## config.mk

```make
export PLATFORM = sky130hd
export DESIGN_NAME = hcfh_top
export DESIGN_NICKNAME = d
export VERILOG_FILES = /design/src/hcfh_pkg.sv /design/src/hcfh_fifo.sv /design/src/hcfh_top.sv
export SDC_FILE = /design/constraint.sdc
export NUM_CORES = 1
export LEC_CHECK = 0
export ABC_AREA = 0
export BUFFER_PORTS_ARGS = -buffer_cell sky130_fd_sc_hd__buf_4
export CAP_MARGIN = 10
export CORE_MARGIN = 1.5
export CORE_UTILIZATION = 45
export DETAILED_ROUTE_END_ITERATION = 6
export HOLD_SLACK_MARGIN = 0.05
export SYNTH_ARGS = -nofsm -noshare
export SYNTH_HDL_FRONTEND = slang
export SYNTH_SLANG_ARGS = --single-unit
```

## constraint.sdc

```tcl
create_clock -name sys_clk_i -period 11 [get_ports sys_clk_i]
set_input_delay 2.2 -clock sys_clk_i [delete_from_list [all_inputs] [get_ports sys_clk_i]]
set_output_delay 2.2 -clock sys_clk_i [all_outputs]
set_load 0.005 [all_outputs]
```

## src/hcfh_pkg.sv

```systemverilog
// What this block does
// - a command body is seven bytes: command code, type, motor or bank selector, then a four-byte value.
// - on the byte-serial link the body is framed by one leading module address byte and one trailing checksum byte, nine bytes in all.
// - the four-byte value travels most significant byte first and is assembled into a 32-bit word in that order.
// - the command checksum is the modulo-256 sum of the eight bytes before it, address included, and the device recomputes it.
// - the serial reply is reply address, module address, status, echoed command code, four value bytes, checksum.
// - the reply checksum is the modulo-256 sum of the eight reply bytes before it.
// - every command addressed to the device gets exactly one reply, sent once its processing has finished.
// - the device never transmits on its own, only in answer to a received command.
// - the line driver stays in receive direction except while a reply is being sent.
// - on the CAN-style link the frame has no address or checksum byte, the identifier is the address and no checksum check is made.
// - on the CAN-style link the reply carries no address or checksum byte, the identifier carries the reply address.
// - reply status is 100 for success and 101 when the command was stored into program memory.
// - error statuses are 1 checksum, 2 unknown command, 3 bad type, 4 bad value, 5 memory locked, 6 command unavailable.
package hcfh_pkg;
	// ===========================================================
	// frame layout
	localparam int unsigned SER_FRAME_LEN  = 9;
	localparam int unsigned CAN_FRAME_LEN  = 7;
	localparam logic [3:0]  IDX_LAST_SER   = 4'h8;
	localparam logic [3:0]  IDX_LAST_CAN   = 4'h6;
	localparam logic [3:0]  IDX_VAL_FIRST  = 4'h3;
	localparam logic [3:0]  IDX_VAL_LAST   = 4'h6;
	// ===========================================================
	// status codes
	localparam logic [7:0]  ST_OK          = 8'h64;
	localparam logic [7:0]  ST_STORED      = 8'h65;
	localparam logic [7:0]  ST_BAD_SUM     = 8'h01;
	localparam logic [7:0]  ST_BAD_CMD     = 8'h02;
	localparam logic [7:0]  ST_BAD_TYPE    = 8'h03;
	localparam logic [7:0]  ST_BAD_VALUE   = 8'h04;
	localparam logic [7:0]  ST_LOCKED      = 8'h05;
	localparam logic [7:0]  ST_UNAVAIL     = 8'h06;
	// ===========================================================
	// buffering
	localparam int unsigned FIFO_DEPTH     = 16;
	localparam int unsigned FIFO_WIDTH     = 8;
	// ===========================================================
	// control states, one-hot
	typedef enum logic [3:0] {
		HCFH_RX   = 4'h1,
		HCFH_EXEC = 4'h2,
		HCFH_WAIT = 4'h4,
		HCFH_TX   = 4'h8
	} hcfh_state_t;
endpackage

```

## src/hcfh_fifo.sv

```systemverilog
`timescale 1ns/100ps
`default_nettype none
module hcfh_fifo #(
	parameter int unsigned WIDTH = 8,
	parameter int unsigned DEPTH = 16
) (
	// clock and reset
	input  wire logic             sys_clk_i,
	input  wire logic             rst_i,
	// fill side
	input  wire logic             in_valid_i,
	output logic                  in_ready_o,
	input  wire logic [WIDTH-1:0] in_data_i,
	// drain side
	output logic                  out_valid_o,
	input  wire logic             out_ready_i,
	output logic [WIDTH-1:0]      out_data_o
);
	localparam int unsigned AW = $clog2(DEPTH);
	typedef struct packed {
		logic [AW-1:0]  wr_ptr;
		logic [AW-1:0]  rd_ptr;
		logic [AW:0]    count;
		logic [WIDTH-1:0] dout;
		logic           dval;
	} hcfh_fifo_st_t;
	hcfh_fifo_st_t  st_ff;
	hcfh_fifo_st_t  nxt_st;
	logic [WIDTH-1:0] mem_ff [DEPTH];
	logic           push;
	logic           pop;
	logic           load;
	// ===========================================================
	// handshakes; the output register counts as one slot ahead of the array
	assign in_ready_o  = (st_ff.count != (AW+1)'(DEPTH));
	assign out_valid_o = st_ff.dval;
	assign out_data_o  = st_ff.dout;
	assign push        = in_valid_i && in_ready_o;
	assign pop         = st_ff.dval && out_ready_i;
	assign load        = (st_ff.count != '0) && (!st_ff.dval || out_ready_i);
	// next state of pointers and output register
	always_comb begin
		nxt_st = st_ff;
		if (push) begin
			nxt_st.wr_ptr = st_ff.wr_ptr + AW'(1);
		end
		if (load) begin
			nxt_st.rd_ptr = st_ff.rd_ptr + AW'(1);
			nxt_st.dout   = mem_ff[st_ff.rd_ptr];
			nxt_st.dval   = 1'b1;
		end else if (pop) begin
			nxt_st.dval = 1'b0;
		end
		nxt_st.count = st_ff.count + (AW+1)'(push) - (AW+1)'(load);
	end
	// storage array; no reset needed, read only behind count
	always_ff @(posedge sys_clk_i) begin
		if (push) begin
			mem_ff[st_ff.wr_ptr] <= in_data_i;
		end
	end
	always_ff @(posedge sys_clk_i or posedge rst_i) begin
		if (rst_i) begin
			st_ff <= '0;
		end else begin
			st_ff <= nxt_st;
		end
	end
endmodule
`default_nettype wire

```

## src/hcfh_top.sv

```systemverilog
`timescale 1ns/100ps
`default_nettype none
module hcfh_top (
	// clock and reset
	input  wire logic        sys_clk_i,
	input  wire logic        rst_i,
	// configuration
	input  wire logic        can_mode_i,
	input  wire logic [7:0]  module_addr_i,
	input  wire logic [7:0]  reply_addr_i,
	// received link bytes
	input  wire logic        rx_valid_i,
	input  wire logic [7:0]  rx_data_i,
	input  wire logic        rx_frame_start_i,
	// transmitted link bytes
	output logic             tx_valid_o,
	input  wire logic        tx_ready_i,
	output logic [7:0]       tx_data_o,
	output logic             tx_last_o,
	output logic             drv_oe_n_o,
	// command to execution logic
	output logic             cmd_valid_o,
	output logic [7:0]       cmd_code_o,
	output logic [7:0]       cmd_type_o,
	output logic [7:0]       cmd_bank_o,
	output logic [31:0]      cmd_value_o,
	// result from execution logic
	input  wire logic        res_valid_i,
	input  wire logic [7:0]  res_status_i,
	input  wire logic [31:0] res_value_i,
	// status
	output logic             busy_o,
	output logic             sum_err_o
);
	import hcfh_pkg::*;
	typedef struct packed {
		hcfh_state_t state;
		logic [3:0]  idx;
		logic [7:0]  sum;
		logic [7:0]  addr;
		logic [7:0]  code;
		logic [7:0]  ctype;
		logic [7:0]  bank;
		logic [31:0] value;
		logic        cmd_pulse;
		logic        sum_err;
		logic [7:0]  status;
		logic [31:0] rvalue;
		logic [3:0]  tidx;
		logic [7:0]  tsum;
		logic        can_lat;
		logic [4:0]  pend;
	} hcfh_st_t;
	hcfh_st_t    st_ff;
	hcfh_st_t    nxt_st;
	logic        f_in_valid;
	logic        f_in_ready;
	logic [7:0]  f_in_data;
	logic        f_out_valid;
	logic [7:0]  f_out_data;
	logic [3:0]  last_idx;
	logic [3:0]  tx_last_idx;
	logic        fifo_cnt_one;
	logic        rx_take;

	// ===========================================================
	// reply byte selection by position
	function automatic logic [7:0] reply_byte(input hcfh_st_t s, input logic [3:0] pos, input logic [7:0] maddr,
			input logic [7:0] raddr);
		logic [7:0] b;
		b = 8'h00;
		if (s.can_lat) begin
			case (pos)
				4'h0: b = s.status;
				4'h1: b = s.code;
				4'h2: b = s.rvalue[31:24];
				4'h3: b = s.rvalue[23:16];
				4'h4: b = s.rvalue[15:8];
				4'h5: b = s.rvalue[7:0];
				default: b = 8'h00;
			endcase
		end else begin
			case (pos)
				4'h0: b = raddr;
				4'h1: b = maddr;
				4'h2: b = s.status;
				4'h3: b = s.code;
				4'h4: b = s.rvalue[31:24];
				4'h5: b = s.rvalue[23:16];
				4'h6: b = s.rvalue[15:8];
				4'h7: b = s.rvalue[7:0];
				4'h8: b = s.tsum;
				default: b = 8'h00;
			endcase
		end
		return b;
	endfunction

	// ===========================================================
	// receive path: bytes are taken only in HCFH_RX, so never while a command waits or its reply is built
	assign last_idx    = st_ff.can_lat ? IDX_LAST_CAN : IDX_LAST_SER;
	assign rx_take     = rx_valid_i && (st_ff.state == HCFH_RX);
	assign tx_last_idx = st_ff.can_lat ? (IDX_LAST_CAN - 4'h1) : IDX_LAST_SER;

	// ===========================================================
	// reply bytes enter the fifo, the link drains it
	assign f_in_data  = reply_byte(st_ff, st_ff.tidx, module_addr_i, reply_addr_i);
	assign f_in_valid = (st_ff.state == HCFH_TX) && (st_ff.tidx <= tx_last_idx);
	assign tx_valid_o = f_out_valid;
	assign tx_data_o  = f_out_data;
	// driver turns only while reply bytes are pending; fifo is fed nowhere else
	assign drv_oe_n_o = !((st_ff.state == HCFH_TX) || f_out_valid);
	assign tx_last_o  = f_out_valid && (st_ff.state != HCFH_TX) && fifo_cnt_one;
	// last reply byte on the link: only one byte still pending once the build is over
	assign fifo_cnt_one = (st_ff.pend == 5'h01);

	// ===========================================================
	// command outputs
	assign cmd_valid_o = st_ff.cmd_pulse;
	assign cmd_code_o  = st_ff.code;
	assign cmd_type_o  = st_ff.ctype;
	assign cmd_bank_o  = st_ff.bank;
	assign cmd_value_o = st_ff.value;
	assign busy_o      = (st_ff.state != HCFH_RX);
	assign sum_err_o   = st_ff.sum_err;

	// ===========================================================
	// frame assembly, checks, execution hand-off and reply build
	always_comb begin
		logic [3:0] body;
		body = 4'h0;
		nxt_st = st_ff;
		nxt_st.cmd_pulse = 1'b0;
		// pending byte count, pushed into the buffer minus taken by the link
		nxt_st.pend = st_ff.pend + 5'(f_in_valid && f_in_ready) - 5'(f_out_valid && tx_ready_i);
		case (st_ff.state)
			HCFH_RX: begin
				if (rx_frame_start_i && !rx_valid_i) begin
					nxt_st.idx = 4'h0;
					nxt_st.sum = 8'h00;
				end
				if (st_ff.idx == 4'h0) begin
					nxt_st.can_lat = can_mode_i;
				end
				if (rx_take) begin
					// body position: serial frames start with the address byte
					body = st_ff.can_lat ? st_ff.idx : (st_ff.idx - 4'h1);
					if (rx_frame_start_i) begin
						body = can_mode_i ? 4'h0 : 4'hF;
						nxt_st.can_lat = can_mode_i;
						nxt_st.sum = rx_data_i;
						nxt_st.idx = 4'h1;
					end else begin
						nxt_st.sum = st_ff.sum + rx_data_i;
						nxt_st.idx = st_ff.idx + 4'h1;
					end
					if (!nxt_st.can_lat && (body == 4'hF)) begin
						nxt_st.addr = rx_data_i;
					end
					case (body)
						4'h0: nxt_st.code  = rx_data_i;
						4'h1: nxt_st.ctype = rx_data_i;
						4'h2: nxt_st.bank  = rx_data_i;
						4'h3: nxt_st.value = {rx_data_i, st_ff.value[23:0]};
						4'h4: nxt_st.value = {st_ff.value[31:24], rx_data_i, st_ff.value[15:0]};
						4'h5: nxt_st.value = {st_ff.value[31:16], rx_data_i, st_ff.value[7:0]};
						4'h6: nxt_st.value = {st_ff.value[31:8], rx_data_i};
						default: nxt_st.value = nxt_st.value;
					endcase
					if (!rx_frame_start_i && (st_ff.idx == last_idx)) begin
						nxt_st.idx = 4'h0;
						nxt_st.sum = 8'h00;
						if (st_ff.can_lat) begin
							nxt_st.state = HCFH_EXEC;
						end else if (st_ff.addr != module_addr_i) begin
							nxt_st.state = HCFH_RX;
						end else if (st_ff.sum != rx_data_i) begin
							nxt_st.sum_err = 1'b1;
							nxt_st.status  = ST_BAD_SUM;
							nxt_st.rvalue  = 32'h0000_0000;
							nxt_st.tidx    = 4'h0;
							nxt_st.tsum    = 8'h00;
							nxt_st.state   = HCFH_TX;
						end else begin
							nxt_st.state = HCFH_EXEC;
						end
					end
				end
			end
			HCFH_EXEC: begin
				nxt_st.sum_err   = 1'b0;
				nxt_st.cmd_pulse = 1'b1;
				nxt_st.state     = HCFH_WAIT;
			end
			HCFH_WAIT: begin
				if (res_valid_i) begin
					nxt_st.status = res_status_i;
					nxt_st.rvalue = res_value_i;
					nxt_st.tidx   = 4'h0;
					nxt_st.tsum   = 8'h00;
					nxt_st.state  = HCFH_TX;
				end
			end
			HCFH_TX: begin
				if (f_in_valid && f_in_ready) begin
					nxt_st.tsum = st_ff.tsum + f_in_data;
					nxt_st.tidx = st_ff.tidx + 4'h1;
					if (st_ff.tidx == tx_last_idx) begin
						nxt_st.state = HCFH_RX;
					end
				end
			end
			default: nxt_st.state = HCFH_RX;
		endcase
	end

	always_ff @(posedge sys_clk_i or posedge rst_i) begin
		if (rst_i) begin
			st_ff       <= '0;
			st_ff.state <= HCFH_RX;
		end else begin
			st_ff <= nxt_st;
		end
	end

	// ===========================================================
	// reply buffer; the link can stall it, which stalls the reply build
	hcfh_fifo #(
		.WIDTH (FIFO_WIDTH),
		.DEPTH (FIFO_DEPTH)
	) u_fifo (
		.sys_clk_i   (sys_clk_i),
		.rst_i       (rst_i),
		.in_valid_i  (f_in_valid),
		.in_ready_o  (f_in_ready),
		.in_data_i   (f_in_data),
		.out_valid_o (f_out_valid),
		.out_ready_i (tx_ready_i),
		.out_data_o  (f_out_data)
	);
endmodule
`default_nettype wire
```

==> run metrics, run 1 <==
Seq/Total Area, Yosys 55.7%; Routed Antenna Nets 0; Setup Buffers After CTS 0; CP Data Required Time 11.44 ns; initial core utilization 46.0%; Clock transition at path regs 0.06 ns; drt drc 0; FILL cells between 2000 and 3000; post-synthesis cell type count 90; VDD IR max 0.113 mV; syn nets 1175; n_diodes 0; crit path DAT 5.37 ns; Synthesis Warnings 0; relative slew slack 23.8%; maximum root-to-sink buffer count 3; final worst path period share between 40% and 50%; startpoint types primary input; status finished clean; Design Area, Final 16100 µm²; Post-CTS Resized 0; H-Tree Depth 1; number of global-route vias before repair 8963; area growth from synthesis to layout 13.8%; share of the synthesized area in the top cell type about 28%; largest fanout on the critical path 17; number of vias per cell about 5.8; Hold Fails Final Rpt 0; Die Footprint 32600 µm²; IO Pins roughly 140; CTS sink cnt 290; Synth Register Bits 290; area leader, netlist dfrtp_1; Die Height 181 µm; Async SR Flop Fraction 55.9%; Synth area leaders dfrtp_1 (28%), edfxtp_1 (27%), mux4_2 (6.4%); HPWL Detailed 22700 µm; via count 8911; RSZ-0062 raised after global routing no; initial antenna violation count 0; Slew @ Worst Pin 1.14 ns; most frequent cells in the layout dfrtp_1 (159), buf_4 (154), edfxtp_1 (128), mux2_2 (66), a22o_1 (51); PortBufs 140; largest net degree at the start of global routing 60; Root Buffer clkbuf_16; All-Layer GR Usage 20.8%; Final Skew 0.0197 ns; Setup Crit Path Kind in -> reg; final WL between 30000 and 40000 µm; Mean Syn Cell Area 13.4 µm²; Post-synth EDFFs 128; CTS tree yes; DRT Pass-1 Iters 6; final-report setup violation count 0; Total Nets Final 1243; PwrDens roughly 160 nW/µm²; Leak Pwr about 6.4 nW; f_max 0.203 GHz; Post-Syn Area 14200 µm²; # Max-Cap Violations 0; Synth Instances approximately 1100; CTS Buf Count 31; worst skew pair latency 0.56 ns; DRT iter0 DRCs 849; Period minus WS final 4.93 ns; Rows 64; Horiz. Die Dim approximately 180 µm; CP Capture Type flip-flop; ys flop type dfrtp_1; GPL Wtd Cong 0.881; Area after DPL 15100 µm²; Final Max Slew Viols 0; grt total ovfl 0; most common library cell in the layout ignoring fill and taps dfrtp_1; first-pass GRT wire length 52600 µm; fraction of layout cells with a size suffix above 1 30.3%; Min-Delay Path Class reg -> reg; Setup TNS Final 0 ns; core area 30800 µm²; mean routed wirelength per cell 21.8 µm; CTS Hold Buffers Added 0
## worst max-delay path, stage by stage
cell and delay [ns]:
buf_4 0.10, nand3b_1 0.10, a21oi_1 0.19, a221o_1 0.15, a311oi_1 0.06, o22ai_1 0.91, ha_1 0.45, nand3_1 0.11
o211ai_1 0.11, o41ai_1 0.37, nor3_1 0.11, or2_0 0.24, o311ai_1 0.25
## Yosys cell counts (all sizes together), types with 14 or more instances
master,number
dfrtp,161
edfxtp,128
buf,88
mux2,67
nand2,53
a22o,51
nor2,46
o21ai,46
ha,41
mux4,40
inv,37
a21oi,33
clkbuf,31
xnor2,29
nor3,17
a22oi,15
nand3,14
## layer usage
metal  GRT usage [%]  vias to the layer above  wire length, µm
met5               0                        -                0
met4            5.55                        0              733
met2            32.4                      300            15600
met3            3.19                       51             1930
li1                -                     4054                -
met1            30.4                     4506            15500
## cell families after synthesis
group,share of synthesized area [%]
xor gates and xnor gates,2.40
muxes,12.2
buffers and inverters,6.27
AOI/OAI and AO/OA,11.5
adders and majority gates,4.18
DFF,55.7
and+or+nand+nor,7.71
## worst paths after layout
check                                             from                          end  slack, ns  cells after the start
setup / recovery                      module_addr_i[4]        st_ff[13]$_DFFE_PP0P_       6.07                     13
hold / removal             cmd_value_o[27]$_DFFE_PP0P_  cmd_value_o[27]$_DFFE_PP0P_       0.49                      2
setup reg to reg                 st_ff[14]$_DFFE_PP0P_        st_ff[13]$_DFFE_PP0P_       6.28                     13
hold reg to reg            cmd_value_o[27]$_DFFE_PP0P_  cmd_value_o[27]$_DFFE_PP0P_       0.49                      2
max in group asynchronous                        rst_i       st_ff[119]$_DFFE_PP0P_       8.17                      3
min in group asynchronous                        rst_i        st_ff[20]$_DFFE_PP0P_       1.67                      2
## layout make-up
class                           count  area, µm²  share of cell area (%)
Multi-Input combinational cell    612       5420                    33.6
Tap cell                          396        495                    3.07
Clock buffer                       37        838                    5.19
Inverter                           38        148                   0.915
Timing Repair Buffer              154       1160                    7.16
Clock inverter                     18        181                    1.12
Sequential cell                   290       7900                    49.0
## stage by stage
step	total power, mW	hold slack (ns)	util (%)	worst slack [ns]	cells
floorplan	1.46	0.451	-	4.43	1059
global placement	1.54	0.465	49.0	5.66	1487
detailed placement	1.54	0.481	49.0	5.48	1487
CTS	2.58	0.496	52.3	6.09	1542
global route	2.66	0.518	52.4	5.79	1545
finish	2.55	0.488	52.4	6.07	1545
## sequential cells by signal, indices dropped and copies added (netlist names)
name and cells:
cmd_code_o 8, st_ff 82, cmd_bank_o 8, cmd_valid_o 1, u_fifo.mem_ff 128, cmd_type_o 8, sum_err_o 1, u_fifo.out_valid_o 1
u_fifo.out_data_o 8, cmd_value_o 32, u_fifo.st_ff 13
## report_power, final
group          switching (mW)  internal (mW)
clock                   0.424          0.611
combinational           0.140          0.152
sequential             0.0673           1.15
(Power assumes the default switching activity.)
==> inputs of run 2 (changes only) <==
==> constraint.sdc (replaced) <==
create_clock -name sys_clk_i -period 4.8 [get_ports sys_clk_i]
set_input_delay 0.96 -clock sys_clk_i [delete_from_list [all_inputs] [get_ports sys_clk_i]]
set_output_delay 0.96 -clock sys_clk_i [all_outputs]
set_load 0.005 [all_outputs]
==> run 2 against run 1 <==
  * Power grew 130%
  * Via count shrank 0.17%
  * Final cell count grew 1.4%
  * First-iteration DRC count down 28%
  * Register-to-register slack worse by 5.7 ns
  * Critical path depth is 2 higher
  * Die area did not move
  * Clock-buffer cell count grew 7
  * Critical path type is now reg -> reg
  * Highest routed layer unchanged
==> run metrics, run 2 (synthesized netlist as in run 1, its figures left out) <==
CTS sink cnt 290 (unchanged); CP Capture Type flip-flop; Total Nets Final 1260 (+1.4%); Design Area, Final 16300 µm² (+0.95%); CP Data Required Time 5.21 ns (-6.23 ns); Clock transition at path regs 0.06 ns (about the same); Setup Buffers After CTS 0 (unchanged); overall power 5.93 mW (+130%); area growth from synthesis to layout 14.9%; reg2reg path depth 15 (+2); status finished clean; HPWL Detailed 24000 µm (+5.6%); Root Buffer clkbuf_16; initial antenna violation count 0 (unchanged); Setup WS pre-CTS 0.604 ns (-4.88 ns); drt drc 0 (unchanged); Min-Delay Path Class in -> async; r2r endpoint st_ff[12]$_DFFE_PP0P_; R2R Setup Slk 0.56 ns (-5.72 ns); Area after DPL 15200 µm² (+0.81%); core area 30800 µm² (unchanged); Rows 64 (unchanged); mean routed wirelength per cell 22.2 µm (+1.5%); final worst path period share 88.2%; Final Max Slew Viols 0 (unchanged); crit path DAT 4.65 ns (-0.72 ns); PnR worst setup slack 0.564 ns (-5.51 ns); CTS Buf Count 34 (+9.7%); IO Pins 141 (unchanged); Slew @ Worst Pin 1.01 ns (-0.136 ns); worst r2r src st_ff[14]$_DFFE_PP0P_; Hold Fails Final Rpt 0 (unchanged); first-pass GRT wire length 54000 µm (+2.7%); n_diodes 0 (unchanged); Final Skew 0.0263 ns (+0.00653 ns); Leak Pwr 6.47 nW (+1.3%); Setup TNS Final 0 ns (unchanged); grt total ovfl 0 (unchanged); worst skew pair latency 0.52 ns (-0.04 ns); PortBufs 140 (unchanged); number of vias per cell 5.68 (-1.5%); fraction of layout cells with a size suffix above 1 30.6% (+0.31 points); PwrDens 364 nW/µm² (+130%); VDD IR max 0.242 mV (+120%); DRT iter0 DRCs 609 (-28%); # Max-Cap Violations 0 (unchanged); Post-CTS Resized 0 (unchanged); final WL 34700 µm (+2.8%); Routed Antenna Nets 0 (unchanged); max reg flops 128 (unchanged); largest fanout on the critical path 19 (+2); Period minus WS final 4.24 ns; CTS tree yes; H-Tree Depth 2 (+1); dpl cells 1504 (+1.1%); All-Layer GR Usage 21.6% (+0.75 points); startpoint types flip-flop; Horiz. Die Dim 181 µm (unchanged); relative slew slack 32.6% (+8.8 points); number of global-route vias before repair 9091 (+1.4%); GPL Wtd Cong 0.885 (+0.49%); Die Footprint 32600 µm² (unchanged); Setup crit end st_ff[12]$_DFFE_PP0P_; Worst Setup SP st_ff[14]$_DFFE_PP0P_; f_max 0.236 GHz; via count 8896 (-0.17%); final-report setup violation count 0 (unchanged); initial core utilization 46.0% (unchanged); maximum root-to-sink buffer count 3 (unchanged); most frequent cells in the layout buf_4 (166), dfrtp_1 (159), edfxtp_1 (128), mux2_2 (66), a22o_1 (51); RSZ-0062 raised after global routing no; CTS Hold Buffers Added 0 (unchanged); largest net degree at the start of global routing 102 (+70%); most common library cell in the layout ignoring fill and taps buf_4; Final Non-Filler Cells 1566 (+1.4%); Setup Crit Path Kind reg -> reg; Biggest register u_fifo.mem_ff; DRT Pass-1 Iters 5 (-1); Die Height 181 µm (unchanged)
==> run 2: cell count changes in the layout (fill, tap and decap cells not counted), sizes merged <==
| cell | before | now |
|---|---|---|
| buf | 154 | 168 |
| clkinvlp | 3 | 2 |
| clkbuf | 37 | 44 |
| clkinv | 11 | 15 |
| inv | 39 | 38 |
| bufinv | 3 | 1 |
==> run 2: per-layer routing <==
layer	track usage, %	vias up	part of all wire [%]
met3	3.88	48	5.3
li1	-	4108	-
met4	5.24	0	1.9
met2	33.7	251	46
met5	0	-	0
met1	31.3	4489	47
==> run 2: through the flow <==
stage | hold WS [ns] | utilization (%)
2_1_floorplan | 0.451 | -
3_3_place_gp | 0.464 | 49.4
3_5_place_dp | 0.472 | 49.4
4_1_cts | 0.391 | 52.9
5_1_grt | 0.413 | 52.9
6_report | 0.399 | 52.9
==> run 2: layout make-up <==
| class | instances | area, µm² |
|---|---|---|
| repair buffers | 168 | 1290 |
| clock buffers | 44 | 930 |
| well taps | 396 | 495 |
| multi-input cells | 612 | 5390 |
| inverters | 38 | 146 |
| flip-flops and latches | 290 | 7900 |
| clock inverters | 18 | 144 |
| fillers | 2585 | 14500 |
==> run 2: critical path, cell delays in order, from the launching register on <==
cell      delay, ns
dfrtp_1        0.43
inv_1          0.11
ha_1           0.50
and2_1         0.39
a222oi_1       0.37
o21ai_0        0.14
nand2_1        0.08
o21ai_1        0.34
ha_1           0.37
fa_1           0.40
a21o_1         0.20
a21oi_1        0.25
o21bai_1       0.10
a21oi_1        0.19
xnor2_1        0.08
a22o_1         0.18
==> run 2: worst min path at each step <==
stage | start | end | slack [ns] | cells after the start
global route | rst_i | st_ff[38]$_DFFE_PP0P_ | 0.41 | 2
CTS | rst_i | st_ff[40]$_DFFE_PP0P_ | 0.39 | 2
floorplan | cmd_value_o[26]$_DFFE_PP0P_ | cmd_value_o[26]$_DFFE_PP0P_ | 0.45 | 2
finish | rst_i | st_ff[40]$_DFFE_PP0P_ | 0.40 | 2
detailed placement | cmd_value_o[30]$_DFFE_PP0P_ | cmd_value_o[30]$_DFFE_PP0P_ | 0.47 | 2
global placement | cmd_value_o[9]$_DFFE_PP0P_ | cmd_value_o[9]$_DFFE_PP0P_ | 0.46 | 2
==> run 2: power by group <==
part | leakage, nW | total (mW) | switching, mW | internal, mW
sequential | 3.03 | 2.86 | 0.211 | 2.65
combinational | 2.91 | 0.611 | 0.256 | 0.355
clock | 0.524 | 2.46 | 1.02 | 1.44
total | 6.47 | 5.93 | 1.49 | 4.44
==> inputs of run 3 (changes only) <==
--- a/config.mk
+++ b/config.mk
@@ -8,7 +8,6 @@
 export ABC_AREA = 0
 export BUFFER_PORTS_ARGS = -buffer_cell sky130_fd_sc_hd__buf_4
 export CAP_MARGIN = 10
-export CORE_MARGIN = 1.5
 export CORE_UTILIZATION = 45
 export DETAILED_ROUTE_END_ITERATION = 6
 export HOLD_SLACK_MARGIN = 0.05
==> constraint.sdc (replaced) <==
create_clock -name sys_clk_i -period 5.4 [get_ports sys_clk_i]
set_input_delay 1.08 -clock sys_clk_i [delete_from_list [all_inputs] [get_ports sys_clk_i]]
set_output_delay 1.08 -clock sys_clk_i [all_outputs]
set_load 0.005 [all_outputs]
==> run 3 against run 2 <==
  * The flow now finishes with violations (DRC)
  * Die area shrank 1.1%
  * Clock power shrank 11%
  * First-iteration DRC count grew 18%
  * Clock-buffer cell count grew 5
  * Final cell count is the same
  * Non-clock buffer count grew 4
  * Critical path type unchanged
  * Critical endpoint is now st_ff[13]$_DFFE_PP0P_
  * Highest routed layer unchanged
==> run metrics, run 3 (synthesized netlist as in run 1, its figures left out) <==
status finished, violations left; failing checks DRC; DRT Pass-1 Iters 7 (+2); mean routed wirelength per cell 22.5 µm (+1.5%); GPL Wtd Cong 0.909 (+2.8%); Period minus WS final 4.19 ns (-0.0428 ns); Die Footprint 32200 µm² (-1.1%); Setup Crit Path Kind reg -> reg; crit-path max cell delay 0.91 ns (+0.41 ns); crit path DAT 4.65 ns (about the same); # Max-Cap Violations 0 (unchanged); CP Data Required Time 5.85 ns (+0.64 ns); CP Buf/Inv Count 1 (unchanged); maximum root-to-sink buffer count 3 (unchanged); number of global-route vias before repair 9033 (-0.64%); PortBufs 140 (unchanged); Fin Hold WS 0.490 ns (+0.0917 ns); CTS sink cnt 290 (unchanged); CTS tree yes; Final Skew 0.0105 ns (-0.0158 ns); core area 30800 µm² (unchanged); initial core utilization 46.0% (unchanged); grt total ovfl 0 (unchanged); f_max 0.238 GHz (+1.0%); DRT iter0 DRCs 717 (+18%); drt drc 19 (+19); fraction of layout cells with a size suffix above 1 31.0% (+0.43 points); most frequent cells in the layout buf_4 (171), dfrtp_1 (159), edfxtp_1 (128), mux2_2 (66), a22o_1 (51); All-Layer GR Usage 22.0% (+0.49 points); most common library cell in the layout ignoring fill and taps buf_4; CTS Buf Count 31 (-8.8%); Setup Buffers After CTS 0 (unchanged); slowest CP cell nor2b_1; via count 9032 (+1.5%); Total Nets Final 1261 (+0.079%); HPWL Detailed 23900 µm (about the same); final-report setup violation count 0 (unchanged); Routed Antenna Nets 0 (unchanged); reg2reg path depth 14 (-1); number of vias per cell 5.77 (+1.5%); dpl cells 1508 (+0.27%); Slew @ Worst Pin 1.20 ns (+0.189 ns); n_diodes 0 (unchanged); Hold Path Depth 2; largest net degree at the start of global routing 98 (-3.9%); PwrDens 324 nW/µm² (-11%); Horiz. Die Dim 180 µm (-0.55%); CP Capture Type flip-flop; Final Non-Filler Cells 1566 (unchanged); Setup TNS Final 0 ns (unchanged); worst skew pair latency 0.56 ns (+0.04 ns); FILL cells 2614 (+1.1%); crit-path leading delay family simple AND/OR/NAND/NOR gates; Clock transition at path regs 0.06 ns (about the same); Final Max Slew Viols 0 (unchanged); Levels on crit path 14 (-1); Leak Pwr 6.49 nW (+0.35%); Post-CTS Resized 0 (unchanged); RSZ-0062 raised after global routing no; largest fanout on the critical path 17 (-2); max reg flops 128 (unchanged); CP cell instances nor2b_1 -> and2_1 -> a22oi_1 -> nand2_1 -> a311oi_1 -> o22ai_1 -> buf_4 -> ha_1 -> nand3_1 -> o211ai_1 -> o41ai_1 -> nor3_1 -> or2_0 -> o311ai_1; relative slew slack 20.1% (-13 points); VDD IR max 0.224 mV (-7.4%); Rows 64 (unchanged); R2R Setup Slk 1.21 ns (+0.64 ns); H-Tree Depth 1 (-1); Die Height 180 µm (-0.55%); initial antenna violation count 0 (unchanged); Biggest register u_fifo.mem_ff; area growth from synthesis to layout 15.0% (about the same); CTS Hold Buffers Added 0 (unchanged); Root Buffer clkbuf_16; final worst path period share 77.6% (-11 points); IO Pins 141 (unchanged); Hold Fails Final Rpt 0 (unchanged); final WL 35200 µm (+1.5%); Min-Delay Path Class reg -> reg; startpoint types flip-flop; first-pass GRT wire length 54500 µm (+0.92%)
==> run 3: changes by cell type in the layout (fill, tap and decap cells not counted), moves of 2 or more <==
cell	change
clkbuf_8	+6
clkinv_1	-6
buf_4	+5
clkbuf_16	-2
clkinv_8	-2
==> run 3: layout make-up <==
class	instances	area (µm²)	share of cell area (%)
flip-flops and latches	290	7900	48.4
multi-input cells	612	5390	33.1
repair buffers	172	1300	7.99
clock buffers	49	966	5.92
well taps	396	495	3.04
inverters	38	146	0.898
clock inverters	9	105	0.644
==> run 3: metrics by stage <==
| stage | power [mW] | setup slack [ns] | utilization, % | instance area, µm² |
|---|---|---|---|---|
| 2_1_floorplan | 2.98 | 1.64 | - | 14200 |
| 3_5_place_dp | 3.15 | 1.29 | 49.4 | 15200 |
| 6_report | 5.28 | 1.21 | 52.9 | 16300 |
| 4_1_cts | 5.34 | 1.26 | 52.9 | 16300 |
| 5_1_grt | 5.49 | 0.866 | 52.9 | 16300 |
| 3_3_place_gp | 3.13 | 1.39 | 49.4 | 15200 |
==> run 3: path summary, 6_finish.rpt <==
check / startpoint / to
setup / recovery: st_ff[17]$_DFFE_PP0P_ / st_ff[13]$_DFFE_PP0P_
hold / removal: st_ff[124]$_DFFE_PP0P_ / st_ff[124]$_DFFE_PP0P_
setup reg to reg: st_ff[17]$_DFFE_PP0P_ / st_ff[13]$_DFFE_PP0P_
hold reg to reg: st_ff[124]$_DFFE_PP0P_ / st_ff[124]$_DFFE_PP0P_
max in group asynchronous: rst_i / u_fifo.st_ff[14]$_DFFE_PP0P_
min in group asynchronous: rst_i / st_ff[32]$_DFFE_PP0P_
==> run 3: where the power goes <==
group | internal [mW] | leakage [nW] | switching [mW] | total [mW]
registers | 2.35 | 3.03 | 0.157 | 2.51
logic | 0.311 | 2.93 | 0.276 | 0.587
clock network | 1.32 | 0.527 | 0.862 | 2.18
total | 3.98 | 6.49 | 1.29 | 5.28
==> run 3: worst register-to-register path, delay by kind of cell (launching register included) <==
family	cells	cell delay [ns]
buffers and inverters	1	0.26
adder cells (fa/ha/maj)	1	0.30
AO/OA/AOI/OAI	6	1.21
AND/OR/NAND/NOR	6	1.94
flip-flops	1	0.38
==> run 3: routing by layer <==
layer  routed length, µm  GRT usage, %
met1               15900          31.8
met2               16800          35.2
met3                1890          3.28
met4                 617          5.21
met5                   0             0
